$ cat src/common/cfd_defs.svh
// Offsets, field positions, masks and unprogrammed values of the configuration bytes
// Notes on behaviour
// - Unimplemented configuration bit positions read back as zero.
// - Oscillator byte bit 7 set enables internal/external clock switchover.
// - Oscillator byte bit 6 set enables the fail-safe clock monitor.
// - Select 111x is fast crystal with PLL, 110x fast crystal alone.
// - Select 001x is standard crystal with PLL, 000x standard crystal alone.
// - Codes 1011..1000 run core on internal oscillator; USB fed by named source.
// - Codes 0111/0110 external clock with PLL, 0101/0100 without; odd drives clock-out.
// - Core and USB share the crystal or external source; internal core with 1001/1000 keeps USB external.
// - Supply byte bit 5 set enables the USB voltage regulator.
// - Brown-out level 11 is the lowest trip point, 00 the highest.
// - Brown-out mode: 11 hardware, 10 hardware off in sleep, 01 software, 00 off.
// - Power-up timer bit 0 is active low and independent of brown-out.
// - Debug byte bit 5 set enables the dedicated debug port.
// - Watchdog postscale ratio is two to the power of the field.
// - Watchdog enable bit one runs it always, else software enable decides.
// - Pin byte bit 7 set makes shared pin master clear, digital input off.
// - Pin byte bit 2 set selects low-power Timer1 oscillator.
// - Pin byte bit 1 set makes low port-B pins analog after reset.
// - Debugger bit zero enables debugger and dedicates two port-B pins.
// - Debug byte bit 6 set enables extended instructions and indexed addressing.
// - Boot block size bit one gives 2 kW, zero gives 1 kW.
// - Stack-overflow reset bit one resets on stack full or underflow.
`ifndef CFD_DEFS_SVH
`define CFD_DEFS_SVH

// ****************************************
// Byte addresses
// ****************************************
`define CFD_ADDR_OSC 22'h300001
`define CFD_ADDR_SUPPLY 22'h300002
`define CFD_ADDR_WDOG 22'h300003
`define CFD_ADDR_PIN 22'h300005
`define CFD_ADDR_DEBUG 22'h300006

// ****************************************
// Implemented-bit masks
// ****************************************
`define CFD_MASK_OSC 8'hcf
`define CFD_MASK_SUPPLY 8'h3f
`define CFD_MASK_WDOG 8'h1f
`define CFD_MASK_PIN 8'h86
`define CFD_MASK_DEBUG 8'hed

// ****************************************
// Unprogrammed values
// ****************************************
`define CFD_RST_OSC 8'h07
`define CFD_RST_SUPPLY 8'h1f
`define CFD_RST_WDOG 8'h1f
`define CFD_RST_PIN 8'h82
`define CFD_RST_DEBUG 8'h85

// ****************************************
// Field positions
// ****************************************
`define CFD_OSC_SWITCHOVER 7
`define CFD_OSC_FAILSAFE 6
`define CFD_OSC_SEL_HI 3
`define CFD_SUP_REGULATOR 5
`define CFD_SUP_BOR_LVL_HI 4
`define CFD_SUP_BOR_LVL_LO 3
`define CFD_SUP_BOR_MODE_HI 2
`define CFD_SUP_BOR_MODE_LO 1
`define CFD_SUP_PWRUP_N 0
`define CFD_WD_PS_HI 4
`define CFD_WD_PS_LO 1
`define CFD_WD_ALWAYS_ON 0
`define CFD_PIN_CLEAR 7
`define CFD_PIN_T1_LP 2
`define CFD_PIN_PB_ANALOG 1
`define CFD_DBG_DEBUGGER_N 7
`define CFD_DBG_XINSTR 6
`define CFD_DBG_PORT 5
`define CFD_DBG_BOOT 3
`define CFD_DBG_SINGLE_SUPPLY 2
`define CFD_DBG_STACK_RESET 0

`endif

$ cat src/common/cfd_pkg.sv
// Types for the configuration decoder
package cfd_pkg;

    typedef enum logic [1:0] {
        CFD_SRC_INTERNAL,
        CFD_SRC_FAST_CRYSTAL,
        CFD_SRC_STD_CRYSTAL,
        CFD_SRC_EXT_CLOCK
    } cfd_src_e;

    typedef enum logic [1:0] {
        CFD_BOR_OFF,
        CFD_BOR_SOFTWARE,
        CFD_BOR_HW_NO_SLEEP,
        CFD_BOR_HW_ALWAYS
    } cfd_bor_mode_e;

    typedef struct packed {
        cfd_src_e core_src;
        cfd_src_e usb_src;
        logic pll_en;
        logic clock_output_function;
        logic clock_switchover_enable;
        logic failsafe_monitor_enable;
    } cfd_clk_s;

    typedef struct packed {
        logic usb_regulator_enable;
        logic [1:0] brownout_level;
        cfd_bor_mode_e brownout_mode;
        logic powerup_timer_en;
        logic watchdog_always_on;
        logic [3:0] watchdog_postscale;
        logic [15:0] watchdog_ratio;
        logic master_clear_pin_enable;
        logic timer1_low_power_osc;
        logic portb_analog_default;
    } cfd_pwr_s;

    typedef struct packed {
        logic debugger_en;
        logic extended_instructions_enable;
        logic dedicated_debug_port_enable;
        logic boot_block_2kw;
        logic single_supply_program_enable;
        logic stack_overflow_reset_enable;
    } cfd_dbg_s;

endpackage

$ cat src/cfd_config_decode.sv
// Configuration byte capture, readback and decode
`timescale 1ns/1ps
`default_nettype none
`include "cfd_defs.svh"

module cfd_config_decode
    import cfd_pkg::*;
(
    // Clock and reset
    input wire logic clk_i,
    input wire logic rst_n_i,
    // Raw bytes from the nonvolatile array
    input wire logic [7:0] fuse_osc_i,
    input wire logic [7:0] fuse_supply_i,
    input wire logic [7:0] fuse_wdog_i,
    input wire logic [7:0] fuse_pin_i,
    input wire logic [7:0] fuse_debug_i,
    // Table read port
    input wire logic cfg_rd_i,
    input wire logic [21:0] cfg_addr_i,
    output logic [7:0] cfg_rdata_o,
    output logic cfg_rvalid_o,
    // Run-time controls from the core
    input wire logic software_brownout_enable_i,
    input wire logic software_watchdog_enable_i,
    input wire logic sleep_i,
    input wire logic stack_fault_i,
    input wire logic shared_clear_pin_i,
    // Static decoded settings
    output logic cfg_valid_o,
    output cfd_clk_s clk_cfg_o,
    output cfd_pwr_s pwr_cfg_o,
    output cfd_dbg_s dbg_cfg_o,
    // Run-time qualified controls
    output logic brownout_active_o,
    output logic watchdog_run_o,
    output logic stack_reset_o,
    output logic master_clear_n_o,
    output logic shared_clear_pin_o
);

    // ****************************************
    // Decode functions
    // ****************************************
    function automatic cfd_clk_s decode_osc(input logic [7:0] b);
        cfd_clk_s c;
        c.core_src = CFD_SRC_EXT_CLOCK;
        c.usb_src = CFD_SRC_EXT_CLOCK;
        c.pll_en = 1'b0;
        c.clock_output_function = 1'b0;
        c.clock_switchover_enable = b[`CFD_OSC_SWITCHOVER];
        c.failsafe_monitor_enable = b[`CFD_OSC_FAILSAFE];
        unique casez (b[`CFD_OSC_SEL_HI:0])
            4'b111?:
            begin
                c.core_src = CFD_SRC_FAST_CRYSTAL;
                c.pll_en = 1'b1;
            end
            4'b110?:
            begin
                c.core_src = CFD_SRC_FAST_CRYSTAL;
            end
            4'b1011:
            begin
                c.core_src = CFD_SRC_INTERNAL;
                c.usb_src = CFD_SRC_FAST_CRYSTAL;
            end
            4'b1010:
            begin
                c.core_src = CFD_SRC_INTERNAL;
                c.usb_src = CFD_SRC_STD_CRYSTAL;
            end
            4'b1001:
            begin
                c.core_src = CFD_SRC_INTERNAL;
                c.clock_output_function = 1'b1;
            end
            4'b1000:
            begin
                c.core_src = CFD_SRC_INTERNAL;
            end
            4'b0111:
            begin
                c.pll_en = 1'b1;
                c.clock_output_function = 1'b1;
            end
            4'b0110:
            begin
                c.pll_en = 1'b1;
            end
            4'b0101:
            begin
                c.clock_output_function = 1'b1;
            end
            4'b0100:
            begin
                c.clock_output_function = 1'b0;
            end
            4'b001?:
            begin
                c.core_src = CFD_SRC_STD_CRYSTAL;
                c.pll_en = 1'b1;
            end
            4'b000?:
            begin
                c.core_src = CFD_SRC_STD_CRYSTAL;
            end
        endcase
        // Shared source unless the core runs internally
        if (c.core_src != CFD_SRC_INTERNAL)
        begin
            c.usb_src = c.core_src;
        end
        return c;
    endfunction

    function automatic logic [15:0] postscale_ratio(input logic [3:0] ps);
        return 16'h0001 << ps;
    endfunction

    function automatic cfd_pwr_s decode_pwr(input logic [7:0] s, input logic [7:0] w, input logic [7:0] p);
        cfd_pwr_s r;
        r.usb_regulator_enable = s[`CFD_SUP_REGULATOR];
        r.brownout_level = s[`CFD_SUP_BOR_LVL_HI:`CFD_SUP_BOR_LVL_LO];
        r.brownout_mode = cfd_bor_mode_e'(s[`CFD_SUP_BOR_MODE_HI:`CFD_SUP_BOR_MODE_LO]);
        r.powerup_timer_en = ~s[`CFD_SUP_PWRUP_N];
        r.watchdog_always_on = w[`CFD_WD_ALWAYS_ON];
        r.watchdog_postscale = w[`CFD_WD_PS_HI:`CFD_WD_PS_LO];
        r.watchdog_ratio = postscale_ratio(w[`CFD_WD_PS_HI:`CFD_WD_PS_LO]);
        r.master_clear_pin_enable = p[`CFD_PIN_CLEAR];
        r.timer1_low_power_osc = p[`CFD_PIN_T1_LP];
        r.portb_analog_default = p[`CFD_PIN_PB_ANALOG];
        return r;
    endfunction

    function automatic cfd_dbg_s decode_dbg(input logic [7:0] d);
        cfd_dbg_s r;
        r.debugger_en = ~d[`CFD_DBG_DEBUGGER_N];
        r.extended_instructions_enable = d[`CFD_DBG_XINSTR];
        r.dedicated_debug_port_enable = d[`CFD_DBG_PORT];
        r.boot_block_2kw = d[`CFD_DBG_BOOT];
        r.single_supply_program_enable = d[`CFD_DBG_SINGLE_SUPPLY];
        r.stack_overflow_reset_enable = d[`CFD_DBG_STACK_RESET];
        return r;
    endfunction

    // ****************************************
    // Capture of the raw bytes
    // ****************************************
    logic loaded_r;
    logic [7:0] osc_r;
    logic [7:0] supply_r;
    logic [7:0] wdog_r;
    logic [7:0] pin_r;
    logic [7:0] debug_r;
    wire logic capture;
    wire logic [7:0] osc_nxt;
    wire logic [7:0] supply_nxt;
    wire logic [7:0] wdog_nxt;
    wire logic [7:0] pin_nxt;
    wire logic [7:0] debug_nxt;

    // Single capture on the first edge after reset release
    assign capture = ~loaded_r;
    assign osc_nxt = fuse_osc_i & `CFD_MASK_OSC;
    assign supply_nxt = fuse_supply_i & `CFD_MASK_SUPPLY;
    assign wdog_nxt = fuse_wdog_i & `CFD_MASK_WDOG;
    assign pin_nxt = fuse_pin_i & `CFD_MASK_PIN;
    assign debug_nxt = fuse_debug_i & `CFD_MASK_DEBUG;

    always_ff @(posedge clk_i or negedge rst_n_i)
    begin
        if (!rst_n_i)
        begin
            loaded_r <= 1'b0;
        end
        else
        begin
            loaded_r <= 1'b1;
        end
    end

    // Raw bytes, masked so unimplemented bits stay zero
    always_ff @(posedge clk_i or negedge rst_n_i)
    begin
        if (!rst_n_i)
        begin
            osc_r <= `CFD_RST_OSC;
            supply_r <= `CFD_RST_SUPPLY;
            wdog_r <= `CFD_RST_WDOG;
            pin_r <= `CFD_RST_PIN;
            debug_r <= `CFD_RST_DEBUG;
        end
        else if (capture)
        begin
            osc_r <= osc_nxt;
            supply_r <= supply_nxt;
            wdog_r <= wdog_nxt;
            pin_r <= pin_nxt;
            debug_r <= debug_nxt;
        end
    end

    // ****************************************
    // Registered decoded settings
    // ****************************************
    // Settings of an unprogrammed part, shown while in reset
    localparam cfd_clk_s CLK_CFG_RST = decode_osc(`CFD_RST_OSC);
    localparam cfd_pwr_s PWR_CFG_RST = decode_pwr(`CFD_RST_SUPPLY, `CFD_RST_WDOG, `CFD_RST_PIN);
    localparam cfd_dbg_s DBG_CFG_RST = decode_dbg(`CFD_RST_DEBUG);

    cfd_clk_s clk_cfg_r;
    cfd_pwr_s pwr_cfg_r;
    cfd_dbg_s dbg_cfg_r;
    wire cfd_clk_s clk_cfg_nxt;
    wire cfd_pwr_s pwr_cfg_nxt;
    wire cfd_dbg_s dbg_cfg_nxt;

    // Decode straight from the masked bytes being captured
    assign clk_cfg_nxt = decode_osc(osc_nxt);
    assign pwr_cfg_nxt = decode_pwr(supply_nxt, wdog_nxt, pin_nxt);
    assign dbg_cfg_nxt = decode_dbg(debug_nxt);

    always_ff @(posedge clk_i or negedge rst_n_i)
    begin
        if (!rst_n_i)
        begin
            clk_cfg_r <= CLK_CFG_RST;
            pwr_cfg_r <= PWR_CFG_RST;
            dbg_cfg_r <= DBG_CFG_RST;
        end
        else if (capture)
        begin
            clk_cfg_r <= clk_cfg_nxt;
            pwr_cfg_r <= pwr_cfg_nxt;
            dbg_cfg_r <= dbg_cfg_nxt;
        end
    end

    assign cfg_valid_o = loaded_r;
    assign clk_cfg_o = clk_cfg_r;
    assign pwr_cfg_o = pwr_cfg_r;
    assign dbg_cfg_o = dbg_cfg_r;

    // ****************************************
    // Table readback
    // ****************************************
    logic [7:0] rdata_r;
    logic rvalid_r;
    wire logic hit_osc;
    wire logic hit_supply;
    wire logic hit_wdog;
    wire logic hit_pin;
    wire logic hit_debug;
    wire logic [7:0] rdata_nxt;
    wire logic [7:0] rdata_sel;

    // One hit per mapped byte address
    assign hit_osc = (cfg_addr_i == `CFD_ADDR_OSC);
    assign hit_supply = (cfg_addr_i == `CFD_ADDR_SUPPLY);
    assign hit_wdog = (cfg_addr_i == `CFD_ADDR_WDOG);
    assign hit_pin = (cfg_addr_i == `CFD_ADDR_PIN);
    assign hit_debug = (cfg_addr_i == `CFD_ADDR_DEBUG);

    // Unmapped addresses read as zero
    assign rdata_nxt = hit_osc ? osc_r :
                       hit_supply ? supply_r :
                       hit_wdog ? wdog_r :
                       hit_pin ? pin_r :
                       hit_debug ? debug_r : 8'h00;
    // Data bus idles at zero between reads
    assign rdata_sel = cfg_rd_i ? rdata_nxt : 8'h00;

    always_ff @(posedge clk_i or negedge rst_n_i)
    begin
        if (!rst_n_i)
        begin
            rdata_r <= 8'h00;
        end
        else
        begin
            rdata_r <= rdata_sel;
        end
    end

    always_ff @(posedge clk_i or negedge rst_n_i)
    begin
        if (!rst_n_i)
        begin
            rvalid_r <= 1'b0;
        end
        else
        begin
            rvalid_r <= cfg_rd_i;
        end
    end

    assign cfg_rdata_o = rdata_r;
    assign cfg_rvalid_o = rvalid_r;

    // ****************************************
    // Run-time qualified controls
    // ****************************************
    logic bor_r;
    logic wdog_run_r;
    logic stk_r;
    logic clear_n_r;
    logic pin_in_r;
    wire logic bor_nxt;
    wire logic wdog_run_nxt;
    wire logic stk_nxt;
    wire logic clear_n_nxt;
    wire logic pin_in_nxt;

    assign bor_nxt = (pwr_cfg_r.brownout_mode == CFD_BOR_HW_ALWAYS) |
                     ((pwr_cfg_r.brownout_mode == CFD_BOR_HW_NO_SLEEP) & ~sleep_i) |
                     ((pwr_cfg_r.brownout_mode == CFD_BOR_SOFTWARE) & software_brownout_enable_i);
    assign wdog_run_nxt = pwr_cfg_r.watchdog_always_on | software_watchdog_enable_i;
    assign stk_nxt = stack_fault_i & dbg_cfg_r.stack_overflow_reset_enable;
    // Pin routes to clear or to port, never both
    assign clear_n_nxt = pwr_cfg_r.master_clear_pin_enable ? shared_clear_pin_i : 1'b1;
    assign pin_in_nxt = pwr_cfg_r.master_clear_pin_enable ? 1'b0 : shared_clear_pin_i;

    always_ff @(posedge clk_i or negedge rst_n_i)
    begin
        if (!rst_n_i)
        begin
            bor_r <= 1'b0;
            wdog_run_r <= 1'b0;
            stk_r <= 1'b0;
            clear_n_r <= 1'b1;
            pin_in_r <= 1'b0;
        end
        else
        begin
            bor_r <= loaded_r & bor_nxt;
            wdog_run_r <= loaded_r & wdog_run_nxt;
            stk_r <= loaded_r & stk_nxt;
            clear_n_r <= clear_n_nxt;
            pin_in_r <= pin_in_nxt;
        end
    end

    assign brownout_active_o = bor_r;
    assign watchdog_run_o = wdog_run_r;
    assign stack_reset_o = stk_r;
    assign master_clear_n_o = clear_n_r;
    assign shared_clear_pin_o = pin_in_r;

endmodule

`default_nettype wire

$ cat config.mk
export PLATFORM = sky130hd
export DESIGN_NAME = cfd_config_decode
export DESIGN_NICKNAME = d
export VERILOG_FILES = /design/src/common/cfd_pkg.sv /design/src/cfd_config_decode.sv
export VERILOG_INCLUDE_DIRS = /design/src /design/src/common
export SDC_FILE = /design/constraint.sdc
export NUM_CORES = 1
export LEC_CHECK = 0
export ABC_AREA = 1
export BUFFER_PORTS_ARGS = -buffer_cell sky130_fd_sc_hd__buf_2
export CAP_MARGIN = 20
export CORE_MARGIN = 10
export CORE_UTILIZATION = 34
export DETAILED_ROUTE_END_ITERATION = 10
export PLACE_DENSITY = 0.65
export SYNTH_ARGS = -nofsm -noshare
export SYNTH_HDL_FRONTEND = slang
export SYNTH_SLANG_ARGS = --single-unit
$ cat constraint.sdc
create_clock -name clk_i -period 1.52 [get_ports clk_i]
set_input_delay 0.152 -clock clk_i [delete_from_list [all_inputs] [get_ports clk_i]]
set_output_delay 0.152 -clock clk_i [all_outputs]
set_load 0.01 [all_outputs]
# --- Word level (Yosys, flattened, before mapping) ---
# Index checks and enable logic that the tools add are counted.
op_classes:
  n_mux: 13
  n_reduce_logical: 7
  n_shift: 1
  eq_ne: 18
  bitwise: 12
op_table:
  columns: ["cell", "count"]
  rows:
  - ["$eq A22 B22 Y1 const B", 5]
  - ["$mux W8", 6]
  - ["$eq A4 B4 Y1 const B", 4]
  - ["$shl A1 B4 Y16 const A", 1]
  - ["$eq A4 B3 Y1 const B", 3]
  - ["$reduce_or A4 Y1", 2]
  - ["$and A1 B1 Y1", 6]
  - ["$eq A3 B3 Y1 const B", 2]
  - ["$pmux W2 S3", 1]
  - ["$eq A2 B2 Y1 const B", 2]
  - ["$mux W1", 4]
  - ["$pmux W2 S2", 1]
  - ["$reduce_or A2 Y1", 2]
  - ["$eq A3 B1 Y1 const B", 1]
  - ["$logic_not A3 Y1", 1]
  - ["$not A1 Y1", 3]
  - ["$or A1 B1 Y1", 3]
  - ["$reduce_or A3 Y1", 1]
  - ["$eq A2 B1 Y1 const B", 1]
  - ["$mux W2", 1]
  - ["$reduce_bool A2 Y1", 1]
totals:
  reg_bits: 85
  in_bits: 70
  word_cells: 86
  output_inout_bits: 59

# --- Logic depth before layout (Yosys ltp) ---
# Gate-level depths: netlist of run 1.
depth:
  word_depth: 7
  ltp_mapped: 11
  mapped_depth_nobuf: 10

# --- Worst setup path before layout of run 1 ---
# OpenSTA, ideal clock, no wires.
synth_path:
  path_kind: "flip-flop to flip-flop"
  from: "register loaded_r, in the netlist cfg_valid_o"
  to: "register clk_cfg_r (netlist bit clk_cfg_o[1])"
  setup_slack_ns: 0.344
  synth_period_minus_slack_ns: 1.176
  n_path_buf: 3
  path_stages_with_launch: 7
  arrival_ns: 1.059
  cell_sequence: "dfrtp_1 -> clkbuf_1 -> inv_1 -> buf_2 -> buf_2 -> nand2_1 -> nand2_1"
synth_lines:
  columns: ["item", "line", "text"]
  rows:
  - ["start: declaration", "cfd_config_decode.sv:150", "logic loaded_r;"]
  - ["start signal: assignment", "cfd_config_decode.sv:175", "loaded_r <= 1'b0;"]
  - ["start signal: assignment", "cfd_config_decode.sv:179", "loaded_r <= 1'b1;"]
  - ["end signal: assignment", "cfd_config_decode.sv:234", "clk_cfg_r <= clk_cfg_nxt;"]
  - ["end: declaration", "cfd_config_decode.sv:212", "cfd_clk_s clk_cfg_r;"]

# --- Worst setup path after layout of run 1 ---
layout_path:
  from: "register pwr_cfg_r (netlist bit pwr_cfg_o[2])"
  to: "output port pwr_cfg_o[2] (netlist name)"
layout_lines:
  columns: ["item", "line", "text"]
  rows:
  - ["start: declaration", "cfd_config_decode.sv:213", "cfd_pwr_s pwr_cfg_r;"]
  - ["start signal: assignment", "cfd_config_decode.sv:235", "pwr_cfg_r <= pwr_cfg_nxt;"]
  - ["end: declaration", "cfd_config_decode.sv:32", "output cfd_pwr_s pwr_cfg_o,"]
# No word-level cell between the ends.

==> results of run 1 <==
## what timing repair did
item / 4_1_cts / 5_1_grt
endpoints found under the hold margin: 50 / 1
setup buffers: 0 / 0
setup endpoints to repair: 0 / 0
hold buffers: 12 / 1
## per-layer routing
metal / part of all wire / track usage / vias up
met5: 0 / 0 / -
li1: - / - / 1339
met2: 0.46 / 0.213 / 87
met3: 0.11 / 0.0703 / 10
met1: 0.43 / 0.153 / 1226
met4: 0.0085 / 0.0305 / 0
## stage by stage
stage	util	cell area [um^2]
global route	0.452	3910
CTS	0.451	3900
detailed placement	0.418	3610
floorplan	-	2980
global placement	0.418	3610
finish	0.452	3910
## final timing paths
path,to,slack [ns]
min in group asynchronous,pwr_cfg_o[8],0.36
max in group asynchronous,pwr_cfg_o[25],0.84
max reg2reg,clk_cfg_o[3],0.32
min,pwr_cfg_o[2],0.01
max,pwr_cfg_o[2],0.30
min reg2reg,clk_cfg_o[2],0.47
## synth_stat cells
master	instances	area share
a21oi_1	4	0.0067
buf_2	6	0.010
buf_4	12	0.030
clkbuf_1	4	0.0050
conb_1	1	0.0013
dfrtp_1	39	0.33
dfstp_2	26	0.23
inv_1	32	0.040
inv_2	2	0.0025
nand2_1	114	0.14
nand2_2	5	0.010
nand3_1	24	0.040
nand3_2	1	0.0034
nand3b_1	3	0.0075
nand4_1	4	0.0084
nor2_1	27	0.034
nor2_2	11	0.023
nor2_4	3	0.011
o21a_1	2	0.0050
o21ai_0	31	0.052
o221a_2	1	0.0038
o22a_1	1	0.0029
or2_0	1	0.0021
## where the power goes
| group | switching, mW | internal [mW] |
|---|---|---|
| Combinational | 0.298 | 0.214 |
| Clock | 0.659 | 0.582 |
| Sequential | 0.0791 | 1.89 |
| Total | 1.04 | 2.68 |
## area by class of cell
class	count	area (um^2)
Tap cell	108	135
Sequential cell	65	1660
Timing Repair Buffer	133	758
Clock buffer	10	128
Clock inverter	6	36.3
Multi-Input combinational cell	233	1060
Inverter	34	128
Fill cell	874	4730
## cells by family (layout without fill, tap and decap cells)
kind of cell / after synthesis / after routing / synth area share
AOI/OAI and AO/OA: 39 / 39 / 0.0705
buffers and inverters: 56 / 183 / 0.0881
DFF: 65 / 65 / 0.556
other: 1 / 1 / 0.00126
and+or+nand+nor: 193 / 193 / 0.284
## registers in the layout, summed over array words and instances, names as in the netlist, 2 cells and up
name and flops:
pin_r 2, debug_r 6, osc_r 5, cfg_rdata_o 8, supply_r 3, pwr_cfg_o 25
clk_cfg_o 7
==> results.cfg, run 1 <==
[run_status]
outcome = finished, final reports clean

[sta]
period_minus_slack_ns = 1.22
skew_ns = 0.00549
rsz0062_at_grt = false
post-route-period-util = 0.801
holdWs_ns = 0.0144
finalMaxSlewViolations = 0
fmax_mhz = 821
worst_slack_ns = 0.303
final_hold_viol_count = 0
tns_ns = 0
setup_viol_count_final = 0

[setup_path]
crit_cells = 1
cpMaxStageDelayCell = dfstp_2
cp_slowest_stage_delay_ns = 0.58
path_cells = buf_2
required_ns = 1.37
crit_path_max_fanout = 5
critical-path-top-delay-family = flip-flops
cp.arrival_ns = 1.07
end_kind = primary output
cp-startpoint = pwr_cfg_o[2]
cp_num_buf_inv = 1
r2r-start = cfg_valid_o
ff2ff_path_depth = 4
worstSetupStartpointType = register
path_class = reg -> out

[power]
total_power_mw = 3.72
leakage_nw = 2.08
powerDensity_nw_per_um2 = 952
peakVddDrop_uv = 438

[yosys]
synth_cell_type_count = 23
postSynthCellCount = 354
seq_area_frac_synth = 0.556
yosys_warnings = 0
synthesis.area_um2 = 2980
ys_ff_latch = 65
postSynthAreaPerCell_um2 = 8.43
synth_nets = 424

[clock_network]
clock-sinks = 65
clock_latency_ns = 0.34
numCtsBuffers = 9
clk_pin_slew_ns = 0.07
cts_tree = done
root_buffer = clkbuf_8
cts_max_level = 3
clk_path_buf_depth = 2
cts_resized = 0

[global_route]
grt_usage = 0.133
grt_max_degree = 66
antenna_found_initial = 0
gr-total-overflow = 0
grt_pass1_vias = 2716
grt_pass1_wl_um = 13900

[place]
io_buffers = 114
dp.cells = 560
place_congestion = 0.803
dp_hpwl_um = 6560
dp_slack_ns = 0.166

[finish]
num_antenna_cells = 0
layout_common_cells = nand2_1, buf_2, dfrtp_1
drive_above_1_share = 0.385
synthToLayoutAreaGrowth_pct = 31.0
final_cells = 589
fin_nets = 546

[routing]
vias = 2662
drc = 0
drt_first_iter_violations = 145
antenna_left = 0
via_per_inst = 4.52
first_pass_iters = 4
wl_per_cell_um = 14.4
totalWireLength_um = 8480

[die]
core_area_um2 = 8640
die_area_um2 = 12900
die_width_um = 114
start_util = 0.345
io_pins = 129
rows = 34
die_h_um = 114

[hold_path]
min_path_cells = 3
hp-start = fuse_pin_i[7]
hold_path_class = in -> reg

[run]
maxCapViolCount = 0
No activity file was read; power rests on OpenSTA's default activity.
==> inputs of run 2 (changes only) <==
--- a/config.mk
+++ b/config.mk
@@ -12,7 +12,7 @@
 export CORE_MARGIN = 10
 export CORE_UTILIZATION = 34
 export DETAILED_ROUTE_END_ITERATION = 10
-export PLACE_DENSITY = 0.65
+export PLACE_DENSITY = 0.68
 export SYNTH_ARGS = -nofsm -noshare
 export SYNTH_HDL_FRONTEND = slang
 export SYNTH_SLANG_ARGS = --single-unit
==> constraint.sdc (replaced) <==
create_clock -name clk_i -period 1.1 [get_ports clk_i]
set_input_delay 0.11 -clock clk_i [delete_from_list [all_inputs] [get_ports clk_i]]
set_output_delay 0.11 -clock clk_i [all_outputs]
set_load 0.01 [all_outputs]
==> run 2 against run 1 <==
Against the previous run: the run now ends with setup timing left; sequential share of layout area fell by 5.6 points; critical path depth stayed put; sequential power up 38%; core utilization rose by 6.9 points; wire length grew 13%; die area is the same; clock-buffer cell count is the same; worst setup slack lost 0.31 ns; power rose by 66%; combinational power up 91%; register-to-register slack lost 0.28 ns.
==> results.cfg, run 2 (same netlist as run 1, synthesis figures left out) <==
[power]
powerDensity_nw_per_um2 = 1370
power.internal_mw = 4.61
p_switching_mw = 1.58
p_seq_frac = 0.439
power_frac_comb = 0.158
leakage_nw = 2.35
power_switching_share = 0.255
power_frac_clock = 0.404
peakVddDrop_uv = 629
total_power_mw = 6.19

[global_route]
busiest_layer = met2
gr-usage-met2 = 0.236
antenna_found_initial = 0
grt_pass1_vias = 3075
grt_pass1_wl_um = 15200
grt_max_degree = 66
met3_usage = 0.0572
grt_usage = 0.144
gr-total-overflow = 0
met1_usage = 0.170

[setup_path]
cp-startpoint = pwr_cfg_o[20]
required_ns = 0.99
r2r-start = cfg_valid_o
regToRegSetupSlack_ns = 0.04
ff2ff_path_depth = 5
cpMaxStageDelayCell = dfstp_2
crit_cells = 1
path_class = reg -> out
cp_num_buf_inv = 1
crit_path_max_fanout = 3
endpoint = pwr_cfg_o[20]
cp_slowest_stage_delay_ns = 0.56
path_cells = buf_6
end_kind = primary output
worstSetupStartpointType = register
rr_endpoint = dbg_cfg_o[5]
critical-path-top-delay-family = flip-flops
cp.arrival_ns = 1.00

[die]
start_util = 0.345
die_h_um = 114
die_width_um = 114
rows = 34
die_area_um2 = 12900
core_area_um2 = 8640
io_pins = 129

[finish]
finish.instance_area_um2 = 4500
drive_above_1_share = 0.426
num_antenna_cells = 0
seq_area_um2 = 1660
n_fill_cell = 844
fin_util = 0.521
layout_common_cells = nand2_1, buf_2, dfrtp_1
synthToLayoutAreaGrowth_pct = 50.9
multiInputGateArea_um2 = 1090
fin_nets = 581
largest_reg_flops = 25
mostFrequentLayoutCell = nand2_1

[sta]
tns_ns = -0.0311
worst_slack_ns = -0.00867
period_minus_slack_ns = 1.11
skew_ns = 0.0107
setup_viol_count_final = 4
fmax_mhz = 902
post-route-period-util = 1.01
finalMaxSlewViolations = 0
final_hold_viol_count = 0
rsz0062_at_grt = true
holdWs_ns = 0.00958

[routing]
drc = 0
drt_first_iter_violations = 90
wl_per_cell_um = 15.4
antenna_left = 0
totalWireLength_um = 9590
via_per_inst = 4.58
vias = 2856
first_pass_iters = 4

[clock_network]
numCtsBuffers = 9
clock_latency_ns = 0.34
cts_max_level = 3
clk_path_buf_depth = 2
clock-sinks = 65
cts_tree = done
clk_pin_slew_ns = 0.08
root_buffer = clkbuf_8

[run]
maxCapViolCount = 0

[place]
placed_cell_area_um2 = 3710
io_buffers = 114
place_congestion = 0.864
dp_hpwl_um = 6700

[hold_path]
hold_path_class = in -> reg

[run_status]
violations = setup timing
outcome = finished, violations left
run 2: changes by cell type in the layout (fill, tap and decap cells not counted), sizes merged:
| cell | change |
|---|---|
| buf | +24 |
| bufinv | +3 |
| clkbuf | +2 |
| clkinv | -4 |
| dlygate4sd3 | +9 |
| inv | +1 |
run 2: worst min-delay path by stage:
stage / end / startpoint / depth (start not counted) / slack, ns
2_1_floorplan: brownout_active_o / rst_n_i / 0 / -0.19
3_3_place_gp: pwr_cfg_o[10] / rst_n_i / 2 / 0.15
3_5_place_dp: pwr_cfg_o[10] / rst_n_i / 2 / 0.16
4_1_cts: clk_cfg_o[2] / fuse_osc_i[0] / 3 / 0.005
5_1_grt: supply_r[0] / fuse_supply_i[0] / 3 / 0.01
6_report: supply_r[0] / fuse_supply_i[0] / 3 / 0.01
run 2: metal layers:
layer / share of wire / up-vias
met5: 0 / -
met4: 0.010 / 0
met3: 0.083 / 8
met2: 0.48 / 87
met1: 0.43 / 1347
li1: - / 1414
run 2: power groups by stage:
stage | Combinational (mW) | Clock (mW) | Sequential (mW)
3_5_place_dp | 0.720 | 0 | 2.76
6_report | 0.977 | 2.50 | 2.71
2_1_floorplan | 0.321 | 0 | 2.77
5_1_grt | 1.08 | 2.65 | 2.74
4_1_cts | 0.945 | 2.53 | 2.71
3_3_place_gp | 0.707 | 0 | 2.76
run 2: metrics by stage:
step	worst slack [ns]	std cells
finish	-0.00867	624
detailed placement	-0.208	571
floorplan	-0.00247	354
CTS	-0.0348	620
global route	-0.0527	624
global placement	-0.196	571
run 2: final cells by class:
cell class	count	area share
Inverter	34	0.0300
Clock inverter	6	0.0256
Multi-Input combinational cell	233	0.243
Clock buffer	10	0.0283
Tap cell	108	0.0300
Sequential cell	65	0.369
Timing Repair Buffer	168	0.274
run 2: what timing repair did:
item / CTS / global route
endpoints found under the setup margin: 26 / 50
pin swaps: 0 / 3
gates resized for setup: 31 / 21
buffers inserted: 12 / 1
gates cloned: 0 / 3
hold buffers: 22 / 0
endpoints found under the hold margin: 61 / 0
